## src/rtl/por_cfg_regs.svh

```systemverilog
// Constants for the power-on reset configuration sequencer and its host
`ifndef POR_CFG_REGS_SVH
`define POR_CFG_REGS_SVH

// Sequence lengths, in core clock cycles
`define CFG_CONFIG_CYCLES 1024
`define CFG_PLL_LOCK_CYCLES 800
`define CFG_DLL_LOCK_CYCLES 256
`define CFG_HARD_HOLD_CYCLES 512
`define CFG_SOFT_LAG_CYCLES 3
`define CFG_CNT_W 11

// Reset configuration word layout
`define CFG_WORD_BYTES 4
`define CFG_DLL_BYPASS_BIT 28
`define CFG_CLK_HIGH_LSB 24
`define CFG_CLK_HIGH_W 4
`define CFG_WORD_RESET 32'h0000_0000

// Host controller register map (byte addresses)
`define HOST_ADDR_W 4
`define HOST_REG_WORD 4'h0
`define HOST_REG_CTRL 4'h4
`define HOST_REG_STATUS 4'h8

// Host control bits
`define HOST_CTRL_GO_BIT 0
`define HOST_CTRL_SELECT_BIT 1
`define HOST_CTRL_RESET 32'h0000_0002

// Host status bits
`define HOST_STAT_BUSY_BIT 0
`define HOST_STAT_SENT_BIT 1
`define HOST_STAT_HARD_BIT 2
`define HOST_STAT_SOFT_BIT 3
`define HOST_STAT_POR_BIT 4

`endif
```

## src/rtl/por_cfg_pkg.sv

```systemverilog
// Types shared by both ends of the reset configuration link
package por_cfg_pkg;

  typedef enum logic [3:0] {
    SEQ_POR,
    SEQ_HOST_CFG,
    SEQ_CONFIG,
    SEQ_PLL_LOCK,
    SEQ_DLL_LOCK,
    SEQ_HARD_HOLD,
    SEQ_SOFT_LAG,
    SEQ_RUN
  } seq_state_t;

  typedef enum logic [1:0] {
    HOST_IDLE,
    HOST_WAIT_POR,
    HOST_SEND,
    HOST_DONE
  } host_state_t;

endpackage : por_cfg_pkg

```

## src/rtl/por_cfg_if.sv

```systemverilog
// Link between the sequencing device and the configuring host
`timescale 1ns/1ps
interface por_cfg_if (
  input logic power_on_reset_in
);
  logic reset_config_select;
  logic cfg_wr_strobe;
  logic [7:0] cfg_wr_data;
  logic hard_reset_out;
  logic soft_reset_out;

  modport device (
    input power_on_reset_in,
    input reset_config_select,
    input cfg_wr_strobe,
    input cfg_wr_data,
    output hard_reset_out,
    output soft_reset_out
  );

  modport host (
    input power_on_reset_in,
    output reset_config_select,
    output cfg_wr_strobe,
    output cfg_wr_data,
    input hard_reset_out,
    input soft_reset_out
  );
endinterface : por_cfg_if

```

## src/rtl/por_cfg_device.sv

```systemverilog
// Power-on reset configuration sequencer, device end
//
// Overview of operation
// - Strap high at reset rise selects host mode
// - Host holds config select high in host mode; the host drives select from its control register bit, whatever the mode
// - Hold internal reset until host word written
// - Host sends word as four byte writes
// - Host writes only after reset input rises
// - Host runs on core_clk, the same clock as the device
// - Hard release 512 clocks after lock, soft +3
// - Strap low at reset rise selects hardware mode
// - Select high means slave, low means master
// - Both resets asserted through config and locking
// - Config lasts 1024 clocks, then sample mode straps
// - PLL setting uses straps and high field
// - PLL lock wait is 800 reference clocks
// - Enable all clocks once PLL locks
// - DLL lock follows PLL unless bypass bit set
`timescale 1ns/1ps
`include "por_cfg_regs.svh"
module por_cfg_device #(
  parameter int CONFIG_CYCLES = `CFG_CONFIG_CYCLES,
  parameter int PLL_LOCK_CYCLES = `CFG_PLL_LOCK_CYCLES,
  parameter int DLL_LOCK_CYCLES = `CFG_DLL_LOCK_CYCLES,
  parameter int HARD_HOLD_CYCLES = `CFG_HARD_HOLD_CYCLES,
  parameter int SOFT_LAG_CYCLES = `CFG_SOFT_LAG_CYCLES
) (
  input wire logic core_clk,
  input wire logic rst_b,
  por_cfg_if.device link,
  input wire logic host_port_enable_strap,
  input wire logic [2:0] clock_mode_straps,
  input wire logic [31:0] hw_config_word,
  output logic host_mode,
  output logic config_slave,
  output logic [31:0] config_word,
  output logic [2:0] clock_mode_sampled,
  output logic [`CFG_CLK_HIGH_W+2:0] pll_setting,
  output logic clocks_enabled,
  output logic dll_locked,
  output logic internal_reset
);

  localparam int CW = `CFG_CNT_W;

  por_cfg_pkg::seq_state_t state_q, state_d;
  logic [CW-1:0] cnt_q, cnt_d;
  logic por_q;
  logic [1:0] byte_cnt_q, byte_cnt_d;
  logic [31:0] word_q, word_d;
  logic host_mode_q, host_mode_d;
  logic slave_q, slave_d;
  logic [2:0] mode_straps_q, mode_straps_d;
  logic clk_en_q, clk_en_d;
  logic dll_lock_q, dll_lock_d;
  logic hard_q, hard_d;
  logic soft_q, soft_d;
  logic int_rst_q, int_rst_d;

  // Terminal count test, shared by every timed phase
  function automatic logic cnt_at(input logic [CW-1:0] c, input int n);
    cnt_at = (c == CW'(n - 1));
  endfunction : cnt_at

  // Reset input events; input is taken as synchronous to core_clk
  wire por_rise = link.power_on_reset_in & ~por_q;
  wire por_low = ~link.power_on_reset_in;

  // Phase end decodes
  wire config_end = cnt_at(cnt_q, CONFIG_CYCLES);
  wire pll_end = cnt_at(cnt_q, PLL_LOCK_CYCLES);
  wire dll_end = cnt_at(cnt_q, DLL_LOCK_CYCLES);
  wire hard_end = cnt_at(cnt_q, HARD_HOLD_CYCLES);
  wire soft_end = cnt_at(cnt_q, SOFT_LAG_CYCLES);

  // Configuration word fields
  wire dll_bypass_bit = word_q[`CFG_DLL_BYPASS_BIT];
  wire [`CFG_CLK_HIGH_W-1:0] clock_mode_high_field =
    word_q[`CFG_CLK_HIGH_LSB +: `CFG_CLK_HIGH_W];

  // Host byte accepted only while the word is being built
  wire host_byte = (state_q == por_cfg_pkg::SEQ_HOST_CFG) &
    link.cfg_wr_strobe;
  wire last_byte = host_byte &
    (byte_cnt_q == 2'(`CFG_WORD_BYTES - 1));
  wire [31:0] word_shifted = {word_q[23:0], link.cfg_wr_data};

  // Sequencer next state
  always_comb begin
    state_d = state_q;
    cnt_d = cnt_q + CW'(1);
    byte_cnt_d = byte_cnt_q;
    word_d = word_q;
    host_mode_d = host_mode_q;
    slave_d = slave_q;
    mode_straps_d = mode_straps_q;
    clk_en_d = clk_en_q;
    dll_lock_d = dll_lock_q;
    hard_d = hard_q;
    soft_d = soft_q;
    int_rst_d = int_rst_q;
    if (por_low) begin
      // Reset input low restarts the whole sequence from any phase
      state_d = por_cfg_pkg::SEQ_POR;
      cnt_d = '0;
      byte_cnt_d = '0;
      clk_en_d = 1'b0;
      dll_lock_d = 1'b0;
      hard_d = 1'b1;
      soft_d = 1'b1;
      int_rst_d = 1'b1;
    end else begin
      unique case (state_q)
        por_cfg_pkg::SEQ_POR: begin
          cnt_d = '0;
          if (por_rise) begin
            host_mode_d = host_port_enable_strap;
            slave_d = link.reset_config_select;
            if (host_port_enable_strap) begin
              state_d = por_cfg_pkg::SEQ_HOST_CFG;
            end else begin
              word_d = hw_config_word;
              int_rst_d = 1'b0;
              state_d = por_cfg_pkg::SEQ_CONFIG;
            end
          end
        end
        por_cfg_pkg::SEQ_HOST_CFG: begin
          // Internal reset stays on until the fourth byte lands
          cnt_d = '0;
          if (host_byte) begin
            word_d = word_shifted;
            byte_cnt_d = byte_cnt_q + 2'd1;
          end
          if (last_byte) begin
            int_rst_d = 1'b0;
            state_d = por_cfg_pkg::SEQ_CONFIG;
          end
        end
        por_cfg_pkg::SEQ_CONFIG: begin
          if (config_end) begin
            mode_straps_d = clock_mode_straps;
            cnt_d = '0;
            state_d = por_cfg_pkg::SEQ_PLL_LOCK;
          end
        end
        por_cfg_pkg::SEQ_PLL_LOCK: begin
          if (pll_end) begin
            clk_en_d = 1'b1;
            cnt_d = '0;
            if (dll_bypass_bit) begin
              state_d = por_cfg_pkg::SEQ_HARD_HOLD;
            end else begin
              state_d = por_cfg_pkg::SEQ_DLL_LOCK;
            end
          end
        end
        por_cfg_pkg::SEQ_DLL_LOCK: begin
          if (dll_end) begin
            dll_lock_d = 1'b1;
            cnt_d = '0;
            state_d = por_cfg_pkg::SEQ_HARD_HOLD;
          end
        end
        por_cfg_pkg::SEQ_HARD_HOLD: begin
          if (hard_end) begin
            hard_d = 1'b0;
            cnt_d = '0;
            state_d = por_cfg_pkg::SEQ_SOFT_LAG;
          end
        end
        por_cfg_pkg::SEQ_SOFT_LAG: begin
          if (soft_end) begin
            soft_d = 1'b0;
            state_d = por_cfg_pkg::SEQ_RUN;
          end
        end
        por_cfg_pkg::SEQ_RUN: begin
          cnt_d = cnt_q;
        end
      endcase
    end
  end

  // Sequencer state; asserted resets are the safe reset value
  always_ff @(posedge core_clk or negedge rst_b) begin
    if (!rst_b) begin
      state_q <= por_cfg_pkg::SEQ_POR;
      cnt_q <= '0;
      por_q <= 1'b0;
      byte_cnt_q <= '0;
      word_q <= `CFG_WORD_RESET;
      host_mode_q <= 1'b0;
      slave_q <= 1'b0;
      mode_straps_q <= '0;
      clk_en_q <= 1'b0;
      dll_lock_q <= 1'b0;
      hard_q <= 1'b1;
      soft_q <= 1'b1;
      int_rst_q <= 1'b1;
    end else begin
      state_q <= state_d;
      cnt_q <= cnt_d;
      por_q <= link.power_on_reset_in;
      byte_cnt_q <= byte_cnt_d;
      word_q <= word_d;
      host_mode_q <= host_mode_d;
      slave_q <= slave_d;
      mode_straps_q <= mode_straps_d;
      clk_en_q <= clk_en_d;
      dll_lock_q <= dll_lock_d;
      hard_q <= hard_d;
      soft_q <= soft_d;
      int_rst_q <= int_rst_d;
    end
  end

  // Outputs straight from flops
  assign link.hard_reset_out = hard_q;
  assign link.soft_reset_out = soft_q;
  assign host_mode = host_mode_q;
  assign config_slave = slave_q;
  assign config_word = word_q;
  assign clock_mode_sampled = mode_straps_q;
  // PLL ratio: sampled straps below the high field of the word
  assign pll_setting = {clock_mode_high_field, mode_straps_q};
  assign clocks_enabled = clk_en_q;
  assign dll_locked = dll_lock_q;
  assign internal_reset = int_rst_q;

endmodule : por_cfg_device

```

## src/flat_wrapper.sv

```systemverilog
// flat-port wrapper written by rule: the top's interface ports become plain ports
module por_cfg_device_flat 
#(
  parameter int CONFIG_CYCLES = `CFG_CONFIG_CYCLES,
  parameter int PLL_LOCK_CYCLES = `CFG_PLL_LOCK_CYCLES,
  parameter int DLL_LOCK_CYCLES = `CFG_DLL_LOCK_CYCLES,
  parameter int HARD_HOLD_CYCLES = `CFG_HARD_HOLD_CYCLES,
  parameter int SOFT_LAG_CYCLES = `CFG_SOFT_LAG_CYCLES
)
  (core_clk, rst_b, host_port_enable_strap, clock_mode_straps, hw_config_word, host_mode, config_slave, config_word, clock_mode_sampled, pll_setting, clocks_enabled, dll_locked, internal_reset, power_on_reset_in, link_reset_config_select, link_cfg_wr_strobe, link_cfg_wr_data, link_hard_reset_out, link_soft_reset_out);
  por_cfg_if link_i (.power_on_reset_in(power_on_reset_in));
  input wire logic core_clk;
  input wire logic rst_b;
  input wire logic host_port_enable_strap;
  input wire logic [2:0] clock_mode_straps;
  input wire logic [31:0] hw_config_word;
  output logic host_mode;
  output logic config_slave;
  output logic [31:0] config_word;
  output logic [2:0] clock_mode_sampled;
  output logic [`CFG_CLK_HIGH_W+2:0] pll_setting;
  output logic clocks_enabled;
  output logic dll_locked;
  output logic internal_reset;
  input wire logic power_on_reset_in;
  input wire logic [$bits(link_i.reset_config_select)-1:0] link_reset_config_select;
  input wire logic [$bits(link_i.cfg_wr_strobe)-1:0] link_cfg_wr_strobe;
  input wire logic [$bits(link_i.cfg_wr_data)-1:0] link_cfg_wr_data;
  output wire logic [$bits(link_i.hard_reset_out)-1:0] link_hard_reset_out;
  output wire logic [$bits(link_i.soft_reset_out)-1:0] link_soft_reset_out;
  assign link_i.reset_config_select = link_reset_config_select;
  assign link_i.cfg_wr_strobe = link_cfg_wr_strobe;
  assign link_i.cfg_wr_data = link_cfg_wr_data;
  assign link_hard_reset_out = link_i.hard_reset_out;
  assign link_soft_reset_out = link_i.soft_reset_out;
  por_cfg_device #(.CONFIG_CYCLES(CONFIG_CYCLES), .PLL_LOCK_CYCLES(PLL_LOCK_CYCLES), .DLL_LOCK_CYCLES(DLL_LOCK_CYCLES), .HARD_HOLD_CYCLES(HARD_HOLD_CYCLES), .SOFT_LAG_CYCLES(SOFT_LAG_CYCLES)) u_core (.core_clk(core_clk), .rst_b(rst_b), .link(link_i), .host_port_enable_strap(host_port_enable_strap), .clock_mode_straps(clock_mode_straps), .hw_config_word(hw_config_word), .host_mode(host_mode), .config_slave(config_slave), .config_word(config_word), .clock_mode_sampled(clock_mode_sampled), .pll_setting(pll_setting), .clocks_enabled(clocks_enabled), .dll_locked(dll_locked), .internal_reset(internal_reset));
endmodule
```

## config.mk

```make
export PLATFORM = sky130hd
export DESIGN_NAME = por_cfg_device_flat
export DESIGN_NICKNAME = d
export VERILOG_FILES = /design/src/rtl/por_cfg_pkg.sv /design/src/rtl/por_cfg_if.sv /design/src/rtl/por_cfg_device.sv /design/src/flat_wrapper.sv
export VERILOG_INCLUDE_DIRS = /design/src /design/src/rtl
export SDC_FILE = /design/constraint.sdc
export NUM_CORES = 1
export LEC_CHECK = 0
export BUFFER_PORTS_ARGS = -buffer_cell sky130_fd_sc_hd__buf_2
export CAP_MARGIN = 20
export CORE_AREA = 5 5 95 70
export CTS_BUF_LIST = sky130_fd_sc_hd__clkbuf_8
export DETAILED_ROUTE_END_ITERATION = 10
export DIE_AREA = 0 0 100 75
export GPL_ROUTABILITY_DRIVEN = 0
export PLACE_DENSITY = 0.86
export SYNTH_ARGS = -nofsm -noshare
export SYNTH_HDL_FRONTEND = slang
export SYNTH_SLANG_ARGS = --single-unit
export TNS_END_PERCENT = 10
```

## constraint.sdc

```tcl
create_clock -name core_clk -period 5.9 [get_ports core_clk]
set_clock_uncertainty 0.05 [all_clocks]
set_input_delay 0.59 -clock core_clk [delete_from_list [all_inputs] [get_ports core_clk]]
set_output_delay 0.59 -clock core_clk [all_outputs]
set_load 0.1 [all_outputs]
```

**Yosys cells after proc, flatten, opt, wreduce, memory -nomap -nowiden**

Index checks and enable logic that the tools add are counted.

- Add/subtract/negate cells: 2
- Equality and inequality tests: 37
- Muxes and demuxes: 41
- Bitwise gates (word level): 4
- Reduce and logical (&&, ||, !) cells: 13

Operator list:

| kind | number |
|---|---|
| 32-bit two-way mux | 3 |
| 11-bit case mux with 6 select lines | 1 |
| 32-bit case mux with 2 select lines | 1 |
| 11-bit two-way mux | 5 |
| 4-bit two-way mux | 8 |
| 4-bit case mux with 7 select lines | 1 |
| 2-bit by 1-bit != test with 1-bit output, second input constant | 12 |
| 11-bit by 10-bit == test with 1-bit output, second input constant | 2 |
| 3-bit by 2-bit != test with 1-bit output, second input constant | 7 |
| 1-bit two-way mux | 17 |
| 4-bit by 3-bit == test with 1-bit output, second input constant | 4 |
| 11-bit by 1-bit adder with 11-bit output, second input constant | 1 |
| 11-bit by 2-bit == test with 1-bit output, second input constant | 1 |
| 11-bit by 8-bit == test with 1-bit output, second input constant | 1 |
| 11-bit by 9-bit == test with 1-bit output, second input constant | 1 |
| 2-bit AND reduction | 5 |
| 4-bit by 2-bit == test with 1-bit output, second input constant | 2 |
| 2-bit two-way mux | 4 |
| 8-bit by 1-bit != test with 1-bit output, second input constant | 1 |
| 8-bit AND reduction | 1 |
| 3-bit AND reduction | 2 |
| 5-bit AND reduction | 1 |
| 4-bit by 1-bit == test with 1-bit output, second input constant | 1 |
| 4-bit zero test | 1 |
| other kinds (11) | 14 |

- Register bits: 60
- Input port bits: 49
- Output and inout bits: 49
- Logic and storage cells: 110

**Depth between registers and ports, before layout**

- Word-level depth: 6
- Mapped depth: 7
- Depth with buffers taken out: 6

**Worst setup path before layout**

OpenSTA, ideal clock, no wires.

- Path type: flip-flop to flip-flop
- Start point: register u_core.cnt_q[0]
- End point: register u_core.state_q[0]
- Setup time: 79 ps
- Arrival: 2064 ps
- Required time: 5771 ps
- Setup slack: 3707 ps
- Cell stages (with the launch flop): 7
- Buffers on the path: 0
- Period minus slack after synthesis: 2193 ps
- Cell sequence: dfrtp_1 ha_1 nand4_4 or4_4 o2bb2ai_2 o41ai_4 mux2i_1

- Cells in the longest elaborated chain, start to end: 3
- Elaborated cells on any way between the ends: 11
- Those cells by class: eq/ne (10); reduce/logical (1)

Ends and longest elaborated chain:

| item | line | text |
|---|---|---|
| start, declared | por_cfg_device.sv:47 | `logic [CW-1:0] cnt_q, cnt_d;` |
| start signal, assigned | por_cfg_device.sv:203 | `cnt_q <= cnt_d;` |
| 11-bit by 2-bit == test with 1-bit output, or another cell as far along | por_cfg_device.sv:62 | `cnt_at = (c == CW'(n - 1));` |
| 3-bit by 2-bit != test with 1-bit output (no line) | - |  |
| 8-bit AND reduction (no line) (*) | - |  |
| end signal, assigned | por_cfg_device.sv:188 | `state_q <= por_cfg_pkg::SEQ_POR;` |
| end signal, assigned | por_cfg_device.sv:202 | `state_q <= state_d;` |
| end, declared | por_cfg_device.sv:46 | `por_cfg_pkg::seq_state_t state_q, state_d;` |

Mark *: on every way between the ends. The rest lies on a longest branch, timed or not.
A chain may end at the register's enable or synchronous reset.

**Worst setup path after layout**

Same ends and word-level chain as after synthesis.

==> flow_summary_export.csv <==
group,metric,value,unit
clock_tree,cts_buffer_depth,2,
clock_tree,numCtsBuffers,9,
logic_synthesis,synth-compound-area-share,14.5,%
setup_path,endpoint_kind,"flop",
logic_synthesis,seq_area_frac_synth,47.7,%
routing,drc,0,
sta,slew_viol_final,0,
layout,antennaDiodeCount,0,
logic_synthesis,synthesis.area,3100,um2
logic_synthesis,synth_seq_cells,59,
clock_tree,clk_latency,0.33,ns
logic_synthesis,synth_xor_area_share,1.13,%
setup_path,path_class,"flop to flop",
job,maxCapViolations,0,
clock_tree,holdBufCountCts,0,
placed_design,dp_cells,477,
logic_synthesis,synth_cell_type_count,47,
layout,finalNonFillerCells,494,
setup_path,r2r-start,"u_core.cnt_q[0]",
logic_synthesis,synth_mux_area_share,12.5,%
routing,drt_iter0_drc,164,
die,initial_utilization,55.3,%
setup_path,worst-path-max-fanout,10,
logic_synthesis,syn-num-nets,378,
layout,syn2layout_area_growth,23.0,%
grt,grt_pass1_wl,12.1,mm
setup_path,cp.arrival,2.67,ns
clock_tree,clk_pin_slew,0.07,ns
sta,rsz0062_at_grt,"no",
logic_synthesis,synth-simple-area-share,18.2,%
grt,grt_max_degree,65,
grt,grt_use_met2,33.9,%
setup_path,path_buf_inv,0,
setup_path,critPathLaunch,"u_core.cnt_q[0]",
clock_tree,cts_max_level,3,
sta,finalSetupViolCount,0,
logic_synthesis,synth-adder-area-share,1.21,%
status,status,"complete, no violations",
setup_path,slowest_stage,"or4_4",
setup_path,cp.required,6.09,ns
min_path,hp-class,"primary input to asynchronous set/reset pin",
clock_tree,numClockSinks,59,
grt,use_met1,25.7,%
sta,post-route-period-util,42.0,%
clock_tree,root_buffer,"clkbuf_8",
grt,track_usage,20.4,%
layout,fillers,472,
die,die_area,7500,um2
clock_tree,cts_tree,"done",
clock_tree,post-cts-setup-buffer-count,0,
grt,first_global_vias,2595,
layout,drive_gt1_share,31.3,%
die,rows,23,
layout,nets,467,
logic_synthesis,ys_warn_count,0,
routing,drt-total-wl,7.64,mm
setup_path,start_kind,"flop",
logic_synthesis,async_flop_share,100,%
sta,worst_pin_slew,0.740,ns
sta,relSlewSlack,50.3,%
grt,grt_overflow,0,
grt,use_met3,6.94,%
sta,min_period,2.48,ns
routing,wire_per_inst,15.5,um
logic_synthesis,synth_edf_count,0,
logic_synthesis,ys.flop_type,"dfrtp_1",
setup_path,cpPeakStageDelay,0.57,ns
sta,fmax,403,MHz
grt,antenna_found_initial,0,
logic_synthesis,syn-mean-instance-area,9.52,um2
sta,fin_ws,3.42,ns
placed_design,dp_hpwl,5.53,mm
setup_path,cp_cell_sequence,"ha_1 -> nand4_4 -> or4_4 -> o2bb2ai_2 -> o41ai_4 -> mux2i_1",
routing,viasPerCell,5.59,
clock_tree,cts-resized-gates,0,
die,die_x,100,um
placed_design,post-place-ws,3.15,ns
logic_synthesis,synthCells,326,
die,pin_count,98,
routing,firstDrtPassIters,4,
routing,postRouteAntennaNets,0,
die,coreArea,5610,um2
routing,num_vias,2759,
setup_path,cp_top_family,"simple AND/OR/NAND/NOR gates",
sta,fin_tns_setup,0,ns
placed_design,io_buffers,97,
sta,hold_viol,0,
die,die_h,75,um
logic_synthesis,synth_top_family_by_area,"simple AND/OR/NAND/NOR gates",
grt,grt_busiest_layer,"met2",
-- kinds of logic (layout without fill, tap and decap cells) --
kind of cell,Yosys count,in the layout
DFF,59,59
adders and majority gates,3,3
and+or+nand+nor,120,120
xor gates and xnor gates,4,4
AOI/OAI and AO/OA,71,71
buffers and inverters,31,124
muxes,38,38
-- layout make-up --
| type | count | area [um2] | share of cell area [%] |
|---|---|---|---|
| Clock inverter | 4 | 50.0 | 1.31 |
| Timing Repair Buffer | 101 | 526 | 13.8 |
| Clock buffer | 11 | 151 | 3.97 |
| Sequential cell | 59 | 1480 | 38.8 |
| Multi-Input combinational cell | 236 | 1490 | 38.9 |
| Inverter | 8 | 30.0 | 0.787 |
| Tap cell | 75 | 93.8 | 2.46 |
-- cells in the final DEF (no fill, tap or decap), drive strengths merged, types with 2 or more instances in the layout --
cell type	synthesis	final
buf	11	100
nand2	58	58
dfrtp	56	56
o21ai	46	46
mux2i	33	33
nor2	21	21
clkbuf	12	12
nor3	9	9
nand3	9	9
inv	7	7
mux2	5	5
a31oi	4	4
nor4	4	4
o221ai	4	4
o41ai	4	4
nand2b	3	3
ha	3	3
dfstp	3	3
and3	2	2
xnor2	2	2
o21a	2	2
o31ai	2	2
nor2b	2	2
or3	2	2
xor2	2	2
o22ai	2	2
clkinvlp	0	2
or4	2	2
clkinv	1	2
-- cells in the mapped netlist (all sizes together), types with 3 or more instances --
library cell | n | area share, %
o221ai | 4 | 1.1
dfrtp | 56 | 45
o21ai | 46 | 7.4
nand2b | 3 | 0.60
nand2 | 58 | 7.0
nor3 | 9 | 1.6
inv | 7 | 0.85
ha | 3 | 1.2
o41ai | 4 | 1.7
a31oi | 4 | 0.81
mux2 | 5 | 1.8
mux2i | 33 | 11
dfstp | 3 | 2.5
clkbuf | 12 | 1.5
nor4 | 4 | 0.81
nor2 | 21 | 2.5
nand3 | 9 | 1.5
buf | 11 | 2.3
-- sequential cells by signal, summed over array words and instances, names as in the netlist, 2 cells and up --
register and count:
u_core.config_word 32, u_core.clock_mode_sampled 3, u_core.cnt_q 11, u_core.state_q 3, u_core.byte_cnt_q 2
-- stage by stage --
stage	utilization, %	cell area (um2)	hold slack, ns
2_1_floorplan	-	3100	0.244
3_3_place_gp	64.0	3590	0.406
3_5_place_dp	64.0	3590	0.400
4_1_cts	67.6	3790	0.379
5_1_grt	68.0	3820	0.422
6_report	68.0	3820	0.343
-- layer usage --
layer / up-vias / part of all wire (%)
met5: - / 0
met4: 0 / 1.3
met3: 10 / 8.8
met2: 120 / 49
met1: 1298 / 41
li1: 1331 / -
-- worst paths after layout --
check                                         to  slack (ns)  cells after the start
hold / removal                   u_core.cnt_q[6]        0.34                      2
setup reg to reg               u_core.state_q[0]        3.42                      6
hold reg to reg            u_core.internal_reset        0.42                      2
setup / recovery               u_core.state_q[0]        3.42                      6
min in group core_clk      u_core.internal_reset        0.42                      2
max in group asynchronous      u_core.dll_locked        4.95                      2
Power is left out: the tool's default activity adds up to more than one toggle a clock period on the data nets, which glitch-free logic cannot reach.
